`src/oscsel_pkg.sv`:
```
// Package for the oscillator select and PLL divider block.
// Assumes a single 250 MHz system clock and an APB register port.
package oscsel_pkg;

	// Source codes of the initial source select field
	typedef enum logic [2:0] {
		SRC_FRC = 3'h0,
		SRC_FRC_PLL = 3'h1,
		SRC_PRI = 3'h2,
		SRC_PRI_PLL = 3'h3,
		SRC_SEC = 3'h4,
		SRC_LOW_POWER_INTERNAL_RC = 3'h5,
		SRC_FRC_DIV16 = 3'h6,
		SRC_FRC_DIVN = 3'h7
	} oscsel_src_e;

	// Primary mode field codes
	localparam logic [1:0] PRI_EXT_CLK = 2'h0;
	localparam logic [1:0] PRI_XTAL = 2'h1;
	localparam logic [1:0] PRI_HS_XTAL = 2'h2;

	// Register byte offsets
	localparam logic [7:0] ADDR_CLOCK_DIVISOR_REG = 8'h00;
	localparam logic [7:0] ADDR_FEEDBACK_DIVISOR_REG = 8'h04;
	localparam logic [7:0] ADDR_TUNE = 8'h08;
	localparam logic [7:0] ADDR_STATUS = 8'h0c;

	// Divisor register fields
	localparam int FAST_RC_POSTSCALE_SEL_LSB = 8;
	localparam int POST_LSB = 6;
	localparam int PRE_LSB = 0;
	localparam logic [2:0] FAST_RC_POSTSCALE_SEL_RST = 3'h0;
	localparam logic [1:0] POST_RST = 2'h1;
	localparam logic [4:0] PRE_RST = 5'h00;
	localparam logic [8:0] FBD_RST = 9'h030;
	localparam logic [5:0] TUNE_RST = 6'h00;

	// Postscale codes
	localparam logic [1:0] POST_DIV2 = 2'h0;
	localparam logic [1:0] POST_DIV4 = 2'h1;
	localparam logic [1:0] POST_DIV8 = 2'h3;

	// Offset added to prescale and feedback codes
	localparam int CODE_OFFSET = 2;
	// Fixed divider of the divide-by-16 mode
	localparam int FRC_FIXED_DIV = 16;

endpackage : oscsel_pkg

```
`src/oscsel_div.sv`:
```
// Programmable divider producing a one-cycle enable pulse.
// Assumes enables on the same clock; divisor compared on every cycle, not sampled.
`timescale 1ns/1ps
module oscsel_div
	import oscsel_pkg::*;
#(
	parameter int W = 10
)
(
	// Clock and reset
	input wire logic mclk,
	input wire logic arst_n,
	// Input enable and divisor (1 passes every input pulse)
	input wire logic in_en,
	input wire logic [W-1:0] divisor,
	// Output enable pulse
	output logic out_en
);
	logic [W-1:0] cnt_ff;

	if (W < 2)
	begin : g_bad_width
		$error("oscsel_div width too small");
	end

	always_ff @(posedge mclk or negedge arst_n)
	begin
		if (!arst_n)
			cnt_ff <= '0;
		else if (in_en)
		begin
			if (cnt_ff + W'(1) >= divisor)
				cnt_ff <= '0;
			else
				cnt_ff <= cnt_ff + W'(1);
		end
	end

	assign out_en = in_en && (cnt_ff + W'(1) >= divisor);

endmodule : oscsel_div

```
`src/oscsel_top.sv`:
```
// Clock source selection, fast RC postscaler, PLL ratio and halving.
// Oscillators appear as enable pulses on mclk; the PLL is modelled as
// a rate multiplier of enable pulses on the 250 MHz clock.
`timescale 1ns/1ps

// Summary of operation
// RULE_01 - Fast RC clock divided by postscale field bits 10:8 of divisor reg.
// RULE_02 - At power-on, source chosen from source select and primary mode.
// RULE_03 - Erased configuration selects fast RC divide-by-N, code 111.
// RULE_04 - Oscillator or PLL output halved gives instruction clock.
// RULE_05 - PLL input divided by prescale 2..33 from bits 4:0.
// RULE_06 - VCO input multiplied by nine-bit feedback field plus offset.
// RULE_07 - VCO output divided by 2, 4 or 8 from bits 7:6.
// RULE_08 - PLL output equals input times feedback over prescale times post.
// RULE_09 - PLL available only to primary and fast RC sources.
// RULE_10 - Software keeps VCO input between 0.8 and 8 MHz.
// RULE_11 - Software keeps VCO output between 100 and 200 MHz.
// RULE_12 - Software keeps PLL output between 12.5 and 80 MHz.
// RULE_13 - Source select codes decode to the eight oscillator modes.
// RULE_14 - Primary mode field decoded only in primary modes.
// RULE_15 - Low-power RC clock also feeds watchdog and clock monitor.
// RULE_16 - Second primary pin function set by a configuration bit.
// RULE_17 - Software tunes the fast RC through a tuning register.
// RULE_18 - Auxiliary oscillator clock independent of system clock.
// RULE_19 - Postscale codes 00,01,11 give 2,4,8; 10 is reserved.
// RULE_20 - Prescale factor equals field plus two, reset two.
// RULE_21 - Feedback factor equals field plus two, reset fifty.
// RULE_22 - Fast RC postscale codes give 1,2,4,...,64,256; reset one.
// RULE_23 - Divide-by-16 mode uses fixed sixteen ignoring the field.
// RULE_24 - PLL modes present PLL output to the halving stage.
module oscsel_top
	import oscsel_pkg::*;
#(
	parameter int FBD_W = 9
)
(
	// Clock and reset
	input wire logic mclk,
	input wire logic arst_n,
	// APB slave
	input wire logic psel,
	input wire logic penable,
	input wire logic pwrite,
	input wire logic [7:0] paddr,
	input wire logic [31:0] pwdata,
	output logic [31:0] prdata,
	output logic pready,
	output logic pslverr,
	// Non-volatile configuration (erased reads all ones)
	input wire logic [2:0] initial_source_sel,
	input wire logic [1:0] primary_mode_sel,
	input wire logic second_pin_function_cfg,
	// Oscillator ticks from pins or analog cells (asynchronous)
	input wire logic fast_internal_rc_tick,
	input wire logic primary_input_pin,
	input wire logic secondary_input_pin,
	input wire logic low_power_internal_rc_tick,
	input wire logic auxiliary_source_tick,
	// Clock enables
	output logic osc_clk_en,
	output logic instr_clk_en,
	output logic peripheral_time_base_en,
	output logic low_power_internal_rc_ref_en,
	output logic aux_clk_en,
	// Source status and pin control
	output logic [2:0] active_source,
	output logic pll_active,
	output logic primary_output_pin_is_io,
	output logic primary_xtal_drive,
	output logic primary_hs_gain,
	output logic [5:0] fast_rc_tune
);
	localparam int MUL_W = FBD_W + 1;
	localparam int ACC_W = MUL_W + 8;

	if (FBD_W != 9)
	begin : g_bad_fbd_width
		$error("oscsel_top supports a nine-bit feedback field");
	end

	// Synchronised oscillator inputs
	logic [4:0] raw_in;
	logic [4:0] sync1_ff;
	logic [4:0] sync2_ff;
	logic [4:0] sync3_ff;
	logic [4:0] tick;

	assign raw_in = {auxiliary_source_tick, low_power_internal_rc_tick,
		secondary_input_pin, primary_input_pin, fast_internal_rc_tick};

	always_ff @(posedge mclk or negedge arst_n)
	begin
		if (!arst_n)
		begin
			sync1_ff <= '0;
			sync2_ff <= '0;
			sync3_ff <= '0;
		end
		else
		begin
			sync1_ff <= raw_in;
			sync2_ff <= sync1_ff;
			sync3_ff <= sync2_ff;
		end
	end

	// Rising edges become one-cycle ticks
	assign tick = sync2_ff & ~sync3_ff;

	// Power-on latch of configuration after reset release
	logic cfg_taken_ff;
	oscsel_src_e src_ff;
	logic [1:0] pmode_ff;
	logic pin_io_ff;

	always_ff @(posedge mclk or negedge arst_n)
	begin
		if (!arst_n)
		begin
			cfg_taken_ff <= 1'b0;
			src_ff <= SRC_FRC_DIVN;
			pmode_ff <= PRI_EXT_CLK;
			pin_io_ff <= 1'b0;
		end
		else if (!cfg_taken_ff)
		begin
			cfg_taken_ff <= 1'b1;
			src_ff <= oscsel_src_e'(initial_source_sel); // RULE_02
			pmode_ff <= primary_mode_sel; // RULE_02
			pin_io_ff <= second_pin_function_cfg;
		end
	end

	// Registers
	logic [2:0] fast_rc_postscale_sel_ff;
	logic [1:0] post_ff;
	logic [4:0] pre_ff;
	logic [8:0] fbd_ff;
	logic [5:0] tune_ff;
	logic wr_en;
	logic acc;

	assign acc = psel && penable;
	assign wr_en = acc && pwrite;
	assign pready = psel && penable;

	always_ff @(posedge mclk or negedge arst_n)
	begin
		if (!arst_n)
		begin
			fast_rc_postscale_sel_ff <= FAST_RC_POSTSCALE_SEL_RST; // RULE_22
			post_ff <= POST_RST;
			pre_ff <= PRE_RST; // RULE_20
			fbd_ff <= FBD_RST; // RULE_21
		end
		else if (wr_en && paddr == ADDR_CLOCK_DIVISOR_REG)
		begin
			fast_rc_postscale_sel_ff <= pwdata[FAST_RC_POSTSCALE_SEL_LSB +: 3]; // RULE_01
			post_ff <= pwdata[POST_LSB +: 2]; // RULE_07
			pre_ff <= pwdata[PRE_LSB +: 5]; // RULE_05
		end
		else if (wr_en && paddr == ADDR_FEEDBACK_DIVISOR_REG)
			fbd_ff <= pwdata[8:0]; // RULE_06
	end

	always_ff @(posedge mclk or negedge arst_n)
	begin
		if (!arst_n)
			tune_ff <= TUNE_RST;
		else if (wr_en && paddr == ADDR_TUNE)
			tune_ff <= pwdata[5:0]; // RULE_17
	end

	assign fast_rc_tune = tune_ff; // RULE_17

	logic addr_ok;
	always_comb
	begin
		addr_ok = 1'b1;
		if (paddr == ADDR_CLOCK_DIVISOR_REG)
			addr_ok = 1'b1;
		else if (paddr == ADDR_FEEDBACK_DIVISOR_REG)
			addr_ok = 1'b1;
		else if (paddr == ADDR_TUNE)
			addr_ok = 1'b1;
		else if (paddr == ADDR_STATUS)
			addr_ok = !pwrite;
		else
			addr_ok = 1'b0;
	end

	assign pslverr = acc && !addr_ok;

	logic [31:0] nxt_prdata;
	logic [31:0] prdata_ff;
	always_comb
	begin
		nxt_prdata = 32'h0;
		if (paddr == ADDR_CLOCK_DIVISOR_REG)
			nxt_prdata = {21'h0, fast_rc_postscale_sel_ff, post_ff, 1'b0, pre_ff};
		else if (paddr == ADDR_FEEDBACK_DIVISOR_REG)
			nxt_prdata = {23'h0, fbd_ff};
		else if (paddr == ADDR_TUNE)
			nxt_prdata = {26'h0, tune_ff};
		else if (paddr == ADDR_STATUS)
			nxt_prdata = {25'h0, pin_io_ff, pll_active, pmode_ff, src_ff};
		else
			nxt_prdata = 32'h0;
	end

	// Read data registered in the setup cycle, valid in the access cycle
	always_ff @(posedge mclk or negedge arst_n)
	begin
		if (!arst_n)
			prdata_ff <= 32'h0;
		else if (psel && !penable && !pwrite)
			prdata_ff <= nxt_prdata;
	end

	assign prdata = prdata_ff;

	// Source decode
	logic is_frc_src;
	logic is_pri_src;
	logic use_pll;
	logic div16_mode;
	logic divn_mode;

	always_comb
	begin
		is_frc_src = 1'b0;
		is_pri_src = 1'b0;
		use_pll = 1'b0;
		div16_mode = 1'b0;
		divn_mode = 1'b0;
		case (src_ff) // RULE_13
			SRC_FRC: is_frc_src = 1'b1;
			SRC_FRC_PLL:
			begin
				is_frc_src = 1'b1;
				use_pll = 1'b1; // RULE_09
			end
			SRC_PRI: is_pri_src = 1'b1;
			SRC_PRI_PLL:
			begin
				is_pri_src = 1'b1;
				use_pll = 1'b1; // RULE_09
			end
			SRC_FRC_DIV16:
			begin
				is_frc_src = 1'b1;
				div16_mode = 1'b1;
			end
			SRC_FRC_DIVN:
			begin
				is_frc_src = 1'b1;
				divn_mode = 1'b1; // RULE_03
			end
			default: ;
		endcase
	end

	// Primary mode only meaningful for primary sources
	assign primary_xtal_drive = is_pri_src &&
		(pmode_ff == PRI_XTAL || pmode_ff == PRI_HS_XTAL); // RULE_14
	assign primary_hs_gain = is_pri_src && pmode_ff == PRI_HS_XTAL; // RULE_14
	// Crystal modes own the second pin; others follow the config bit
	assign primary_output_pin_is_io = !primary_xtal_drive && pin_io_ff; // RULE_16

	// Fast RC postscaler
	logic [8:0] frc_divisor;
	always_comb
	begin
		frc_divisor = 9'h001;
		if (div16_mode)
			frc_divisor = 9'(FRC_FIXED_DIV); // RULE_23
		else if (divn_mode)
		begin
			if (fast_rc_postscale_sel_ff == 3'h7)
				frc_divisor = 9'h100; // RULE_22
			else
				frc_divisor = 9'h001 << fast_rc_postscale_sel_ff; // RULE_01
		end
	end

	logic frc_post_en;
	oscsel_div #(.W(9)) u_frc_div (
		.mclk(mclk),
		.arst_n(arst_n),
		.in_en(tick[0]),
		.divisor(frc_divisor),
		.out_en(frc_post_en)
	);

	// PLL input select and prescale
	logic pll_in_en;
	logic vco_in_en;
	logic [5:0] pre_factor;
	assign pll_in_en = use_pll && (is_frc_src ? tick[0] : tick[1]); // RULE_09
	assign pre_factor = 6'(pre_ff) + 6'(CODE_OFFSET); // RULE_20

	oscsel_div #(.W(6)) u_pre_div (
		.mclk(mclk),
		.arst_n(arst_n),
		.in_en(pll_in_en),
		.divisor(pre_factor),
		.out_en(vco_in_en)
	); // RULE_05

	// VCO: each input pulse deposits M credits, drained one per cycle
	logic [MUL_W-1:0] mul_factor;
	logic [ACC_W-1:0] credit_ff;
	logic vco_en;
	assign mul_factor = MUL_W'(fbd_ff) + MUL_W'(CODE_OFFSET); // RULE_21
	assign vco_en = credit_ff != '0;

	always_ff @(posedge mclk or negedge arst_n)
	begin
		if (!arst_n)
			credit_ff <= '0;
		else
			credit_ff <= credit_ff + (vco_in_en ? ACC_W'(mul_factor) : '0)
				- ACC_W'(vco_en); // RULE_06
	end

	// Postscale decode
	logic [3:0] post_factor;
	always_comb
	begin
		case (post_ff) // RULE_19
			POST_DIV2: post_factor = 4'h2;
			POST_DIV4: post_factor = 4'h4;
			POST_DIV8: post_factor = 4'h8;
			default: post_factor = 4'h4;
		endcase
	end

	logic pll_out_en;
	oscsel_div #(.W(4)) u_post_div (
		.mclk(mclk),
		.arst_n(arst_n),
		.in_en(vco_en),
		.divisor(post_factor),
		.out_en(pll_out_en)
	); // RULE_07 RULE_08

	// System oscillator select
	logic nxt_osc_en;
	always_comb
	begin
		nxt_osc_en = 1'b0;
		if (use_pll)
			nxt_osc_en = pll_out_en; // RULE_24
		else if (is_frc_src)
			nxt_osc_en = frc_post_en;
		else if (is_pri_src)
			nxt_osc_en = tick[1];
		else if (src_ff == SRC_SEC)
			nxt_osc_en = tick[2];
		else
			nxt_osc_en = tick[3];
	end

	// Halving stage
	logic half_ff;
	logic osc_en_ff;
	logic instr_en_ff;
	always_ff @(posedge mclk or negedge arst_n)
	begin
		if (!arst_n)
		begin
			half_ff <= 1'b0;
			osc_en_ff <= 1'b0;
			instr_en_ff <= 1'b0;
		end
		else
		begin
			osc_en_ff <= nxt_osc_en;
			instr_en_ff <= nxt_osc_en && half_ff; // RULE_04
			if (nxt_osc_en)
				half_ff <= !half_ff; // RULE_04
		end
	end

	assign osc_clk_en = osc_en_ff;
	assign instr_clk_en = instr_en_ff;
	assign peripheral_time_base_en = instr_en_ff; // RULE_04

	// Reference and auxiliary clocks
	logic low_power_internal_rc_ff;
	logic aux_ff;
	always_ff @(posedge mclk or negedge arst_n)
	begin
		if (!arst_n)
		begin
			low_power_internal_rc_ff <= 1'b0;
			aux_ff <= 1'b0;
		end
		else
		begin
			low_power_internal_rc_ff <= tick[3]; // RULE_15
			aux_ff <= tick[4]; // RULE_18
		end
	end

	assign low_power_internal_rc_ref_en = low_power_internal_rc_ff;
	assign aux_clk_en = aux_ff;
	assign active_source = src_ff;
	assign pll_active = use_pll;

endmodule : oscsel_top

```
`config.mk`:
```
export PLATFORM = sky130hd
export DESIGN_NAME = oscsel_top
export DESIGN_NICKNAME = d
export VERILOG_FILES = /design/src/oscsel_pkg.sv /design/src/oscsel_div.sv /design/src/oscsel_top.sv
export SDC_FILE = /design/constraint.sdc
export NUM_CORES = 1
export LEC_CHECK = 0
export CAP_MARGIN = 15
export CORE_ASPECT_RATIO = 1.75
export CORE_MARGIN = 8
export CORE_UTILIZATION = 52
export DETAILED_ROUTE_END_ITERATION = 16
export DONT_BUFFER_PORTS = 1
export GPL_TIMING_DRIVEN = 0
export PLACE_DENSITY_LB_ADDON = 0.08
export SYNTH_ARGS = -nofsm -noshare
export SYNTH_HDL_FRONTEND = slang
export SYNTH_SLANG_ARGS = --single-unit
```
`constraint.sdc`:
```
create_clock -name mclk -period 4.4 [get_ports mclk]
set_input_delay 0.44 -clock mclk [delete_from_list [all_inputs] [get_ports mclk]]
set_output_delay 0.44 -clock mclk [all_outputs]
set_load 0.05 [all_outputs]
```
==> impl_metrics.env, run 1 <==
export IMPL_worst_pin_slew_ns=1.044
export IMPL_end_kind="register"
export IMPL_pin_count=108
export IMPL_numCtsBuffers=9
export IMPL_synth_avg_cell_area_sq_um=10.22
export IMPL_grt_pass1_vias=4330
export IMPL_yosysTopAreaCell="dfrtp_1"
export IMPL_synth_cell_type_count=56
export IMPL_grt_pass1_wl_mm=21.53
export IMPL_clk_pin_slew_ns=0.07
export IMPL_whs_ns=0.01018
export IMPL_synthFlopType="dfrtp_1"
export IMPL_fp_dieH_um=158.0
export IMPL_vias=4193
export IMPL_num_rows=52
export IMPL_start_util=0.5259
export IMPL_cts_max_path_buffers=2
export IMPL_worstPathRequired_ns=4.67
export IMPL_cts_root_buf="clkbuf_16"
export IMPL_maxSlewViolCount=0
export IMPL_power_leakage_nw=3.206
export IMPL_synthCells=586
export IMPL_grtUsageTotal=0.1757
export IMPL_grt_max_degree=101
export IMPL_p_per_area_mw_per_mm2=592.1
export IMPL_drc_errors=0
export IMPL_fin_setup_tns_ns=0
export IMPL_finalNonFillerCells=762
export IMPL_synth_cell_area_sq_mm=0.005988
export IMPL_p_sw_frac=0.3959
export IMPL_fmax_ghz=0.2378
export IMPL_synth_top_area_frac=0.3928
export IMPL_routed_wl_mm=13.30
export IMPL_status="finished clean"
export IMPL_dp_hpwl_mm=10.51
export IMPL_min_period_over_period=0.9558
export IMPL_first_pass_iters=4
export IMPL_gp_congestion=0.8467
export IMPL_peakVddDrop_uv=456.3
export IMPL_final_antenna_net_count=0
export IMPL_relSlewSlack=0.3024
export IMPL_start_kind="register"
export IMPL_clkPwrFrac=0.206
export IMPL_combPwrFrac=0.476
export IMPL_avgViaCountPerCell=5.503
export IMPL_hold_violations=0
export IMPL_worstSkewPairLatency_ns=0.34
export IMPL_ys_ff_latch=100
export IMPL_drt_iter0_drc=139
export IMPL_cts_sinks=100
export IMPL_p_total_w=0.003945
export IMPL_seq_power_share=0.318
export IMPL_antenna_found_initial=0
export IMPL_internal_power_w=0.002383
export IMPL_async_reset_ff_frac=1.000
export IMPL_finalSetupViolCount=0
export IMPL_coreArea_sq_mm=0.01139
export IMPL_synth_edf_count=0
export IMPL_arrival_ns=4.47
export IMPL_cts_tree="done"
export IMPL_yosysSeqAreaShare=0.4191
export IMPL_portBuffers=0
export IMPL_syn_to_final_growth_pct=11.26
export IMPL_path_max_fanout=10
export IMPL_period_needed_ns=4.205
export IMPL_diodes=0
export IMPL_ys_top_cells_by_area="dfrtp_1 39%, ha_1 12%, mux2_2 6.6%"
export IMPL_h_tree_depth=3
export IMPL_wl_per_cell_um=17.46
export IMPL_die_x_um=97.12
export IMPL_synth_warnings=0
export IMPL_path_class="register to register"
export IMPL_synth_most_common_cell="dfrtp_1"
export IMPL_grt_overflow=0
export IMPL_die_area_sq_mm=0.01534
export IMPL_drv_cap=0
export IMPL_synth_common_cells="94 x dfrtp_1, 57 x ha_1, 54 x inv_1, 50 x nand2_1, 35 x mux2_2"
export IMPL_drive_gt1_frac=0.1818
export IMPL_holdCritPathClass="input pin to asynchronous set/reset pin"
export IMPL_place_inst=743
export IMPL_worst_clock_skew_ns=0.008504
export IMPL_final_nets=736
export IMPL_switching_power_w=0.001562
cell families (layout without fill, tap and decap cells):
kind of cell               count (synthesis)  after routing  share of synthesized area
AOI/OAI and AO/OA                         98             98                     0.1082
xor gates and xnor gates                  34             34                    0.04973
adders and majority gates                 58             58                     0.1224
buffers and inverters                     86            107                    0.06895
DFF                                      100            100                     0.4191
muxes                                     43             43                    0.08964
other                                      2             22                   0.001254
and+or+nand+nor                          165            165                     0.1406
flip-flops by register name (all words and copies together) (netlist names), 6 cells and up:
register and flops:
fast_rc_tune 6, u_pre_div.cnt_ff 6, u_frc_div.cnt_ff 9, fbd_ff 9, prdata 11, credit_ff 18
layer usage:
metal,up-vias,routed length (um),track usage,part of all wire
met1,2043,4888,0.1730,0.37
met2,66,7475,0.3397,0.56
met3,18,651,0.04412,0.049
li1,2066,-,-,-
met4,0,286,0.06927,0.022
met5,-,0,0,0
critical path, cell delays in order, from the launching register on:
cell      delay [ns]
dfstp_4         0.72
clkbuf_8        0.16
inv_1           0.04
ha_2            0.37
nand2_1         0.09
o21ai_2         0.10
nand2_2         0.16
nor2b_1         0.18
buf_4           0.19
nand2_1         0.07
ha_1            0.27
inv_1           0.04
ha_1            0.22
fa_1            0.42
a21o_1          0.19
a21oi_2         0.20
o21ai_1         0.14
a31o_2          0.26
a21oi_1         0.16
xnor2_1         0.13
cell usage in the layout (no fill, tap or decap), types with 8 or more instances in the layout:
cell type and n:
a21oi_1 18, a22o_1 17, buf_4 25, clkbuf_16 9
conb_1 22, dfrtp_1 93, ha_1 55, inv_1 54
mux2_2 35, nand2_1 48, nand2b_1 8, nand3_1 19
nor2_1 29, nor2b_1 15, nor4_1 9, o21ai_0 23
xnor2_1 21, xor2_1 12
path summary, 6_finish.rpt:
check	cells after the start	startpoint	slack (ns)	to
min	1	arst_n	0.01	sync2_ff[0]$_DFF_PN0_
min in group mclk	0	primary_input_pin	0.12	sync1_ff[1]$_DFF_PN0_
min reg2reg	0	sync1_ff[4]$_DFF_PN0_	0.35	sync2_ff[4]$_DFF_PN0_
max	19	active_source[2]$_DFFE_PN1N_	0.19	credit_ff[10]$_DFF_PN0_
max reg2reg	19	active_source[2]$_DFFE_PN1N_	0.19	credit_ff[10]$_DFF_PN0_
max in group asynchronous	1	arst_n	3.98	u_pre_div.cnt_ff[0]$_DFFE_PN0P_
cell type report:
type                    instances  area [sq um]
flip-flops and latches        100          2515
repair buffers                  5         65.06
clock buffers                  10         239.0
plain buffers                  32         224.0
fillers                      1006          4723
inverters                      54         202.7
multi-input cells             420          3178
well taps                     135         168.9
clock inverters                 6         70.07
per-stage QoR:
step | util | area, sq um | worst slack (ns)
5_1_grt | 0.5852 | 6663 | -0.008377
2_1_floorplan | - | 6063 | 0.03214
3_3_place_gp | 0.5474 | 6232 | -0.9682
4_1_cts | 0.5822 | 6629 | 0.02793
3_5_place_dp | 0.5493 | 6255 | -0.8510
6_report | 0.5852 | 6663 | 0.1946
timing repair:
item | CTS | global route
buffers inserted | 1 | 1
pin swaps | 1 | 1
endpoints found under the hold margin | 100 | 0
hold buffers | 1 | 0
gates resized for setup | 10 | 11
endpoints found under the setup margin | 13 | 11
power groups by stage:
stage               clock [W]  combinational, W  sequential (W)
global route         0.000873           0.00213         0.00127
detailed placement          0           0.00182         0.00127
finish               0.000813           0.00188         0.00125
floorplan                   0           0.00150         0.00123
CTS                  0.000833           0.00187         0.00125
global placement            0           0.00175         0.00127
No activity file was read; power rests on OpenSTA's default activity.
==> run 2, diff against run 1 <==
--- a/config.mk
+++ b/config.mk
@@ -8,11 +8,12 @@
 export CAP_MARGIN = 15
 export CORE_ASPECT_RATIO = 1.75
 export CORE_MARGIN = 8
-export CORE_UTILIZATION = 52
+export CORE_UTILIZATION = 64
 export DETAILED_ROUTE_END_ITERATION = 16
 export DONT_BUFFER_PORTS = 1
 export GPL_TIMING_DRIVEN = 0
 export PLACE_DENSITY_LB_ADDON = 0.08
+export SETUP_SLACK_MARGIN = 0.3
 export SYNTH_ARGS = -nofsm -noshare
 export SYNTH_HDL_FRONTEND = slang
 export SYNTH_SLANG_ARGS = --single-unit
==> impl_metrics.env, run 2 (same netlist as run 1, synthesis figures left out) <==
export IMPL_status="finished clean"
export IMPL_slowest_delay_ns=0.40
export IMPL_path_class="register to register"
export IMPL_hold_violations=0
export IMPL_drive_gt1_frac=0.2054
export IMPL_routed_top_layer="met4"
export IMPL_fp_dieH_um=144.0
export IMPL_holdCritPathClass="input pin to asynchronous set/reset pin"
export IMPL_worst_pin_slew_ns=1.081
export IMPL_vias=4333
export IMPL_worst_clock_skew_ns=0.007199
export IMPL_wl_per_cell_um=17.92
export IMPL_stdcell_area_sq_mm=0.006759
export IMPL_crit_start="u_pre_div.cnt_ff[0]$_DFFE_PN0P_"
export IMPL_numCtsBuffers=9
export IMPL_worst_path_max_delay_cell="dfrtp_2"
export IMPL_fin_setup_tns_ns=0
export IMPL_drt_iter0_drc=202
export IMPL_gp_congestion=0.8479
export IMPL_routed_wl_mm=13.49
export IMPL_final_cell_mix="93 x dfrtp_1, 54 x inv_1, 54 x ha_1"
export IMPL_portBuffers=0
export IMPL_grt_pass1_wl_mm=21.60
export IMPL_cts_root_buf="clkbuf_16"
export IMPL_finalNonFillerCells=753
export IMPL_start_kind="register"
export IMPL_crit_buf_inv=2
export IMPL_maxSlewViolCount=0
export IMPL_fin_util=0.7433
export IMPL_path_max_fanout=10
export IMPL_syn_to_final_growth_pct=12.87
export IMPL_coreArea_sq_mm=0.009094
export IMPL_dp_hpwl_mm=10.24
export IMPL_grt_pass1_vias=4523
export IMPL_path_delay_family="adder cells"
export IMPL_wl_met2_mm=7.611
export IMPL_pin_count=108
export IMPL_h_tree_depth=3
export IMPL_arrival_ns=4.19
export IMPL_drv_cap=0
export IMPL_die_area_sq_mm=0.01283
export IMPL_min_period_over_period=0.8932
export IMPL_grtUsageTotal=0.2197
export IMPL_first_pass_iters=4
export IMPL_mostFrequentLayoutCell="dfrtp_1"
export IMPL_largest_reg_flops=18
export IMPL_relSlewSlack=0.2775
export IMPL_grt_overflow=0
export IMPL_die_x_um=89.12
export IMPL_clk_pin_slew_ns=0.06
export IMPL_crit_path_frequent_cell="ha_1"
export IMPL_power_leakage_nw=3.245
export IMPL_regMostFlops="credit_ff"
export IMPL_cts_tree="done"
export IMPL_end_kind="register"
export IMPL_fmax_ghz=0.2545
export IMPL_cts_sinks=100
export IMPL_wl_met1_mm=4.681
export IMPL_period_needed_ns=3.930
export IMPL_place_area_sq_mm=0.006217
export IMPL_worstSkewPairLatency_ns=0.34
export IMPL_start_util=0.6585
export IMPL_antenna_found_initial=0
export IMPL_cts_max_path_buffers=2
export IMPL_final_antenna_net_count=0
export IMPL_p_per_area_mw_per_mm2=605.9
export IMPL_num_rows=46
export IMPL_avgViaCountPerCell=5.754
export IMPL_place_inst=726
export IMPL_grt_max_degree=101
export IMPL_rsz0062_at_grt="yes"
export IMPL_diodes=0
export IMPL_worstPathRequired_ns=4.66
export IMPL_finalSetupViolCount=0
export IMPL_timing_rr_start="u_pre_div.cnt_ff[0]$_DFFE_PN0P_"
export IMPL_final_nets=742
export IMPL_drc_errors=0
export IMPL_wl_met3_um=818
export IMPL_peakVddDrop_uv=497.9
export IMPL_p_total_w=0.004095
export IMPL_cp_cell_sequence="ha_2 > nand3_1 > xnor2_2 > ha_4 > o211ai_1 > o21ai_2 > nor2b_4 > clkbuf_8 > nand2_1 > ha_1 > inv_1 > ha_1 > fa_2 > a21o_1 > a21oi_2 > o21ai_1 > a31o_2 > a21oi_1 > xnor2_1"
## run 2: cell types whose count changed in the layout (fill, tap and decap cells not counted), sizes merged
cell	before	now
buf	30	36
clkinv	3	4
inv	56	55
## run 2: final timing paths
check / end / slack (ns) / depth (start not counted)
worst max-delay path: credit_ff[10]$_DFF_PN0_ / 0.47 / 19
worst min-delay path: instr_clk_en$_DFF_PN0_ / 0.02 / 1
worst max register to register: credit_ff[10]$_DFF_PN0_ / 0.47 / 19
worst min register to register: sync2_ff[0]$_DFF_PN0_ / 0.35 / 0
max in group asynchronous: fbd_ff[5]$_DFFE_PN1P_ / 3.97 / 1
min in group mclk: sync1_ff[2]$_DFF_PN0_ / 0.12 / 0
## run 2: timing repair
| item | in CTS | in global routing |
|---|---|---|
| pin swaps | 3 | 5 |
| resized for setup | 20 | 13 |
| endpoints found under the setup margin | 14 | 9 |
| setup buffers | 4 | 6 |
| hold buffers | 1 | 0 |
| hold endpoints to repair | 100 | 0 |
| cloned | 0 | 0 |
## run 2: worst reg2reg max path: cells and delay by family (launching register included)
| family | cells | cell delay, ns |
|---|---|---|
| simple gates | 3 | 0.37 |
| xor+xnor | 2 | 0.35 |
| flops | 1 | 0.40 |
| buf+inv | 2 | 0.21 |
| compound gates | 7 | 1.13 |
| fa+ha+maj | 5 | 1.36 |
## run 2: layout make-up
cell class	count	area, sq um
Tap cell	120	150.1
Multi-Input combinational cell	420	3256
Timing Repair Buffer	11	102.6
Clock buffer	10	239.0
Inverter	54	202.7
Clock inverter	6	62.56
Buffer	32	231.5
Fill cell	689	2335
Sequential cell	100	2515
## run 2: through the flow
| step | hold WS, ns | setup WS, ns |
|---|---|---|
| final | 0.01555 | 0.4701 |
| after global routing | 0.06744 | 0.2387 |
| after CTS | 0.04336 | 0.3177 |
| after detailed placement | 0.1474 | -0.6031 |
| after global placement | 0.1481 | -0.5345 |
| after floorplan | 0.1444 | 0.3046 |
## run 2: metal layers
metal,vias up,GRT usage
met3,29,0.04977
met1,2121,0.2191
li1,2085,-
met2,98,0.4100
met5,-,0
met4,0,0.09877
## run 2: report_power, final
part	internal [W]	leakage (nW)	switching (W)
sequential	0.00110	1.27	0.000155
combinational	0.000914	1.82	0.00113
clock	0.000456	0.153	0.000343
==> run 3, diff against run 2 <==
--- a/config.mk
+++ b/config.mk
@@ -6,9 +6,11 @@
 export NUM_CORES = 1
 export LEC_CHECK = 0
 export CAP_MARGIN = 15
+export CELL_PAD_IN_SITES_DETAIL_PLACEMENT = 1
+export CELL_PAD_IN_SITES_GLOBAL_PLACEMENT = 1
 export CORE_ASPECT_RATIO = 1.75
 export CORE_MARGIN = 8
-export CORE_UTILIZATION = 64
+export CORE_UTILIZATION = 50
 export DETAILED_ROUTE_END_ITERATION = 16
 export DONT_BUFFER_PORTS = 1
 export GPL_TIMING_DRIVEN = 0
==> impl_metrics.env, run 3 (same netlist as run 1, synthesis figures left out) <==
export IMPL_avgViaCountPerCell=5.607
export IMPL_cts_root_buf="clkbuf_16"
export IMPL_final_cell_mix="93 x dfrtp_1, 53 x inv_1, 52 x ha_1"
export IMPL_start_kind="register"
export IMPL_fp_dieH_um=160.8
export IMPL_path_delay_family="adder cells"
export IMPL_final_nets=742
export IMPL_die_area_sq_mm=0.01587
export IMPL_pin_count=108
export IMPL_p_sw_frac=0.3855
export IMPL_setup_ws_ns=0.4728
export IMPL_holdCritPathClass="input pin to asynchronous set/reset pin"
export IMPL_regArea_sq_mm=0.002515
export IMPL_status="finished clean"
export IMPL_grt_pass1_vias=4894
export IMPL_worst_clock_skew_ns=0.006122
export IMPL_wl_per_cell_um=19.82
export IMPL_worstRegToRegCells=19
export IMPL_dp_hpwl_mm=11.91
export IMPL_combPwrFrac=0.491
export IMPL_antenna_found_initial=0
export IMPL_numCtsBuffers=9
export IMPL_place_area_sq_mm=0.006238
export IMPL_coreArea_sq_mm=0.01187
export IMPL_end_kind="register"
export IMPL_internal_power_w=0.002674
export IMPL_slowest_delay_ns=0.74
export IMPL_vias=4312
export IMPL_dp_slack_ns=-0.8286
export IMPL_drv_cap=0
export IMPL_arrival_ns=4.20
export IMPL_hold_violations=0
export IMPL_num_rows=53
export IMPL_worst_pin_slew_ns=1.058
export IMPL_period_needed_ns=3.927
export IMPL_p_per_area_mw_per_mm2=632.8
export IMPL_first_pass_iters=4
export IMPL_cts_sinks=100
export IMPL_grt_pass1_wl_mm=25.54
export IMPL_gp_congestion=0.7906
export IMPL_seq_power_share=0.290
export IMPL_timing_rr_start="active_source[2]$_DFFE_PN1N_"
export IMPL_final_antenna_net_count=0
export IMPL_grt_overflow=0
export IMPL_start_util=0.5045
export IMPL_clk_pin_slew_ns=0.07
export IMPL_worstPathRequired_ns=4.67
export IMPL_rsz0062_at_grt="no"
export IMPL_largest_reg_flops=18
export IMPL_cts_max_path_buffers=2
export IMPL_fin_util=0.5793
export IMPL_power_leakage_nw=3.272
export IMPL_path_max_fanout=10
export IMPL_crit_buf_inv=4
export IMPL_diodes=0
export IMPL_finalSetupViolCount=0
export IMPL_portBuffers=0
export IMPL_clkPwrFrac=0.220
export IMPL_r2r_setup_slack_ns=0.47
export IMPL_regMostFlops="credit_ff"
export IMPL_relSlewSlack=0.2934
export IMPL_min_period_over_period=0.8926
export IMPL_drc_errors=0
export IMPL_fmax_ghz=0.2546
export IMPL_stdcell_area_sq_mm=0.006877
export IMPL_fill_cells=1315
export IMPL_cts_tree="done"
export IMPL_timing_rr_end="credit_ff[10]$_DFF_PN0_"
export IMPL_worst_path_max_delay_cell="dfstp_4"
export IMPL_drive_gt1_frac=0.2136
export IMPL_routed_wl_mm=15.24
export IMPL_grtUsageTotal=0.2043
export IMPL_path_class="register to register"
export IMPL_h_tree_depth=3
export IMPL_worstSkewPairLatency_ns=0.34
export IMPL_grt_max_degree=101
export IMPL_place_inst=743
export IMPL_finalNonFillerCells=769
export IMPL_syn_to_final_growth_pct=14.84
export IMPL_maxSlewViolCount=0
export IMPL_cp_cell_sequence="clkbuf_16 > inv_1 > ha_4 > nand2_1 > o21ai_2 > nand2_2 > nor2b_4 > buf_8 > nand2_1 > ha_1 > inv_1 > ha_1 > fa_2 > a21o_1 > a21oi_2 > o21ai_1 > a31o_2 > a21oi_2 > xnor2_1"
export IMPL_peakVddDrop_uv=397.0
export IMPL_die_x_um=98.73
export IMPL_switching_power_w=0.001678
export IMPL_drt_iter0_drc=112
export IMPL_fin_setup_tns_ns=0
export IMPL_multi_input_comb_area_sq_mm=0.003281
export IMPL_mostFrequentLayoutCell="dfrtp_1"
==> run 3: area by class of cell <==
cell class,instances,area share
clock inverters,6,0.01983
inverters,54,0.02948
repair buffers,11,0.01492
flip-flops and latches,100,0.3657
well taps,137,0.02493
multi-input cells,420,0.4771
plain buffers,32,0.03530
clock buffers,9,0.03275
==> run 3: routing by layer <==
metal	share of wire	track usage
met5	0	0
met4	0.036	0.09698
met3	0.043	0.04118
met2	0.58	0.3943
met1	0.34	0.1986
==> run 3: power groups by stage <==
stage | Sequential [W] | Combinational [W] | Clock (W)
global route | 0.00128 | 0.00241 | 0.00100
floorplan | 0.00123 | 0.00150 | 0
global placement | 0.00126 | 0.00177 | 0
finish | 0.00126 | 0.00214 | 0.000956
detailed placement | 0.00128 | 0.00187 | 0
CTS | 0.00126 | 0.00204 | 0.000976
==> run 3: per-stage QoR <==
| stage | hold slack [ns] | total power, W |
|---|---|---|
| 2_1_floorplan | 0.1444 | 0.002729 |
| 3_3_place_gp | 0.1477 | 0.003032 |
| 3_5_place_dp | 0.1484 | 0.003150 |
| 4_1_cts | 0.04536 | 0.004284 |
| 5_1_grt | 0.06450 | 0.004694 |
| 6_report | 0.02420 | 0.004352 |
==> run 3: worst max path at each step <==
stage	slack, ns	end	startpoint	depth (start not counted)
2_1_floorplan	0.30	credit_ff[10]$_DFF_PN0_	active_source[2]$_DFFE_PN1N_	18
3_3_place_gp	-0.71	credit_ff[16]$_DFF_PN0_	active_source[2]$_DFFE_PN1N_	18
3_5_place_dp	-0.83	credit_ff[17]$_DFF_PN0_	active_source[2]$_DFFE_PN1N_	17
4_1_cts	0.33	credit_ff[17]$_DFF_PN0_	u_pre_div.cnt_ff[0]$_DFFE_PN0P_	19
5_1_grt	0.30	credit_ff[17]$_DFF_PN0_	u_pre_div.cnt_ff[0]$_DFFE_PN0P_	19
6_report	0.47	credit_ff[10]$_DFF_PN0_	active_source[2]$_DFFE_PN1N_	19
==> run 3: what timing repair did <==
action | CTS | global route
gates resized for setup | 25 | 17
hold endpoints to repair | 100 | 0
hold buffers | 1 | 0
setup buffers | 5 | 5
setup endpoints to repair | 16 | 10
pin swaps | 5 | 5
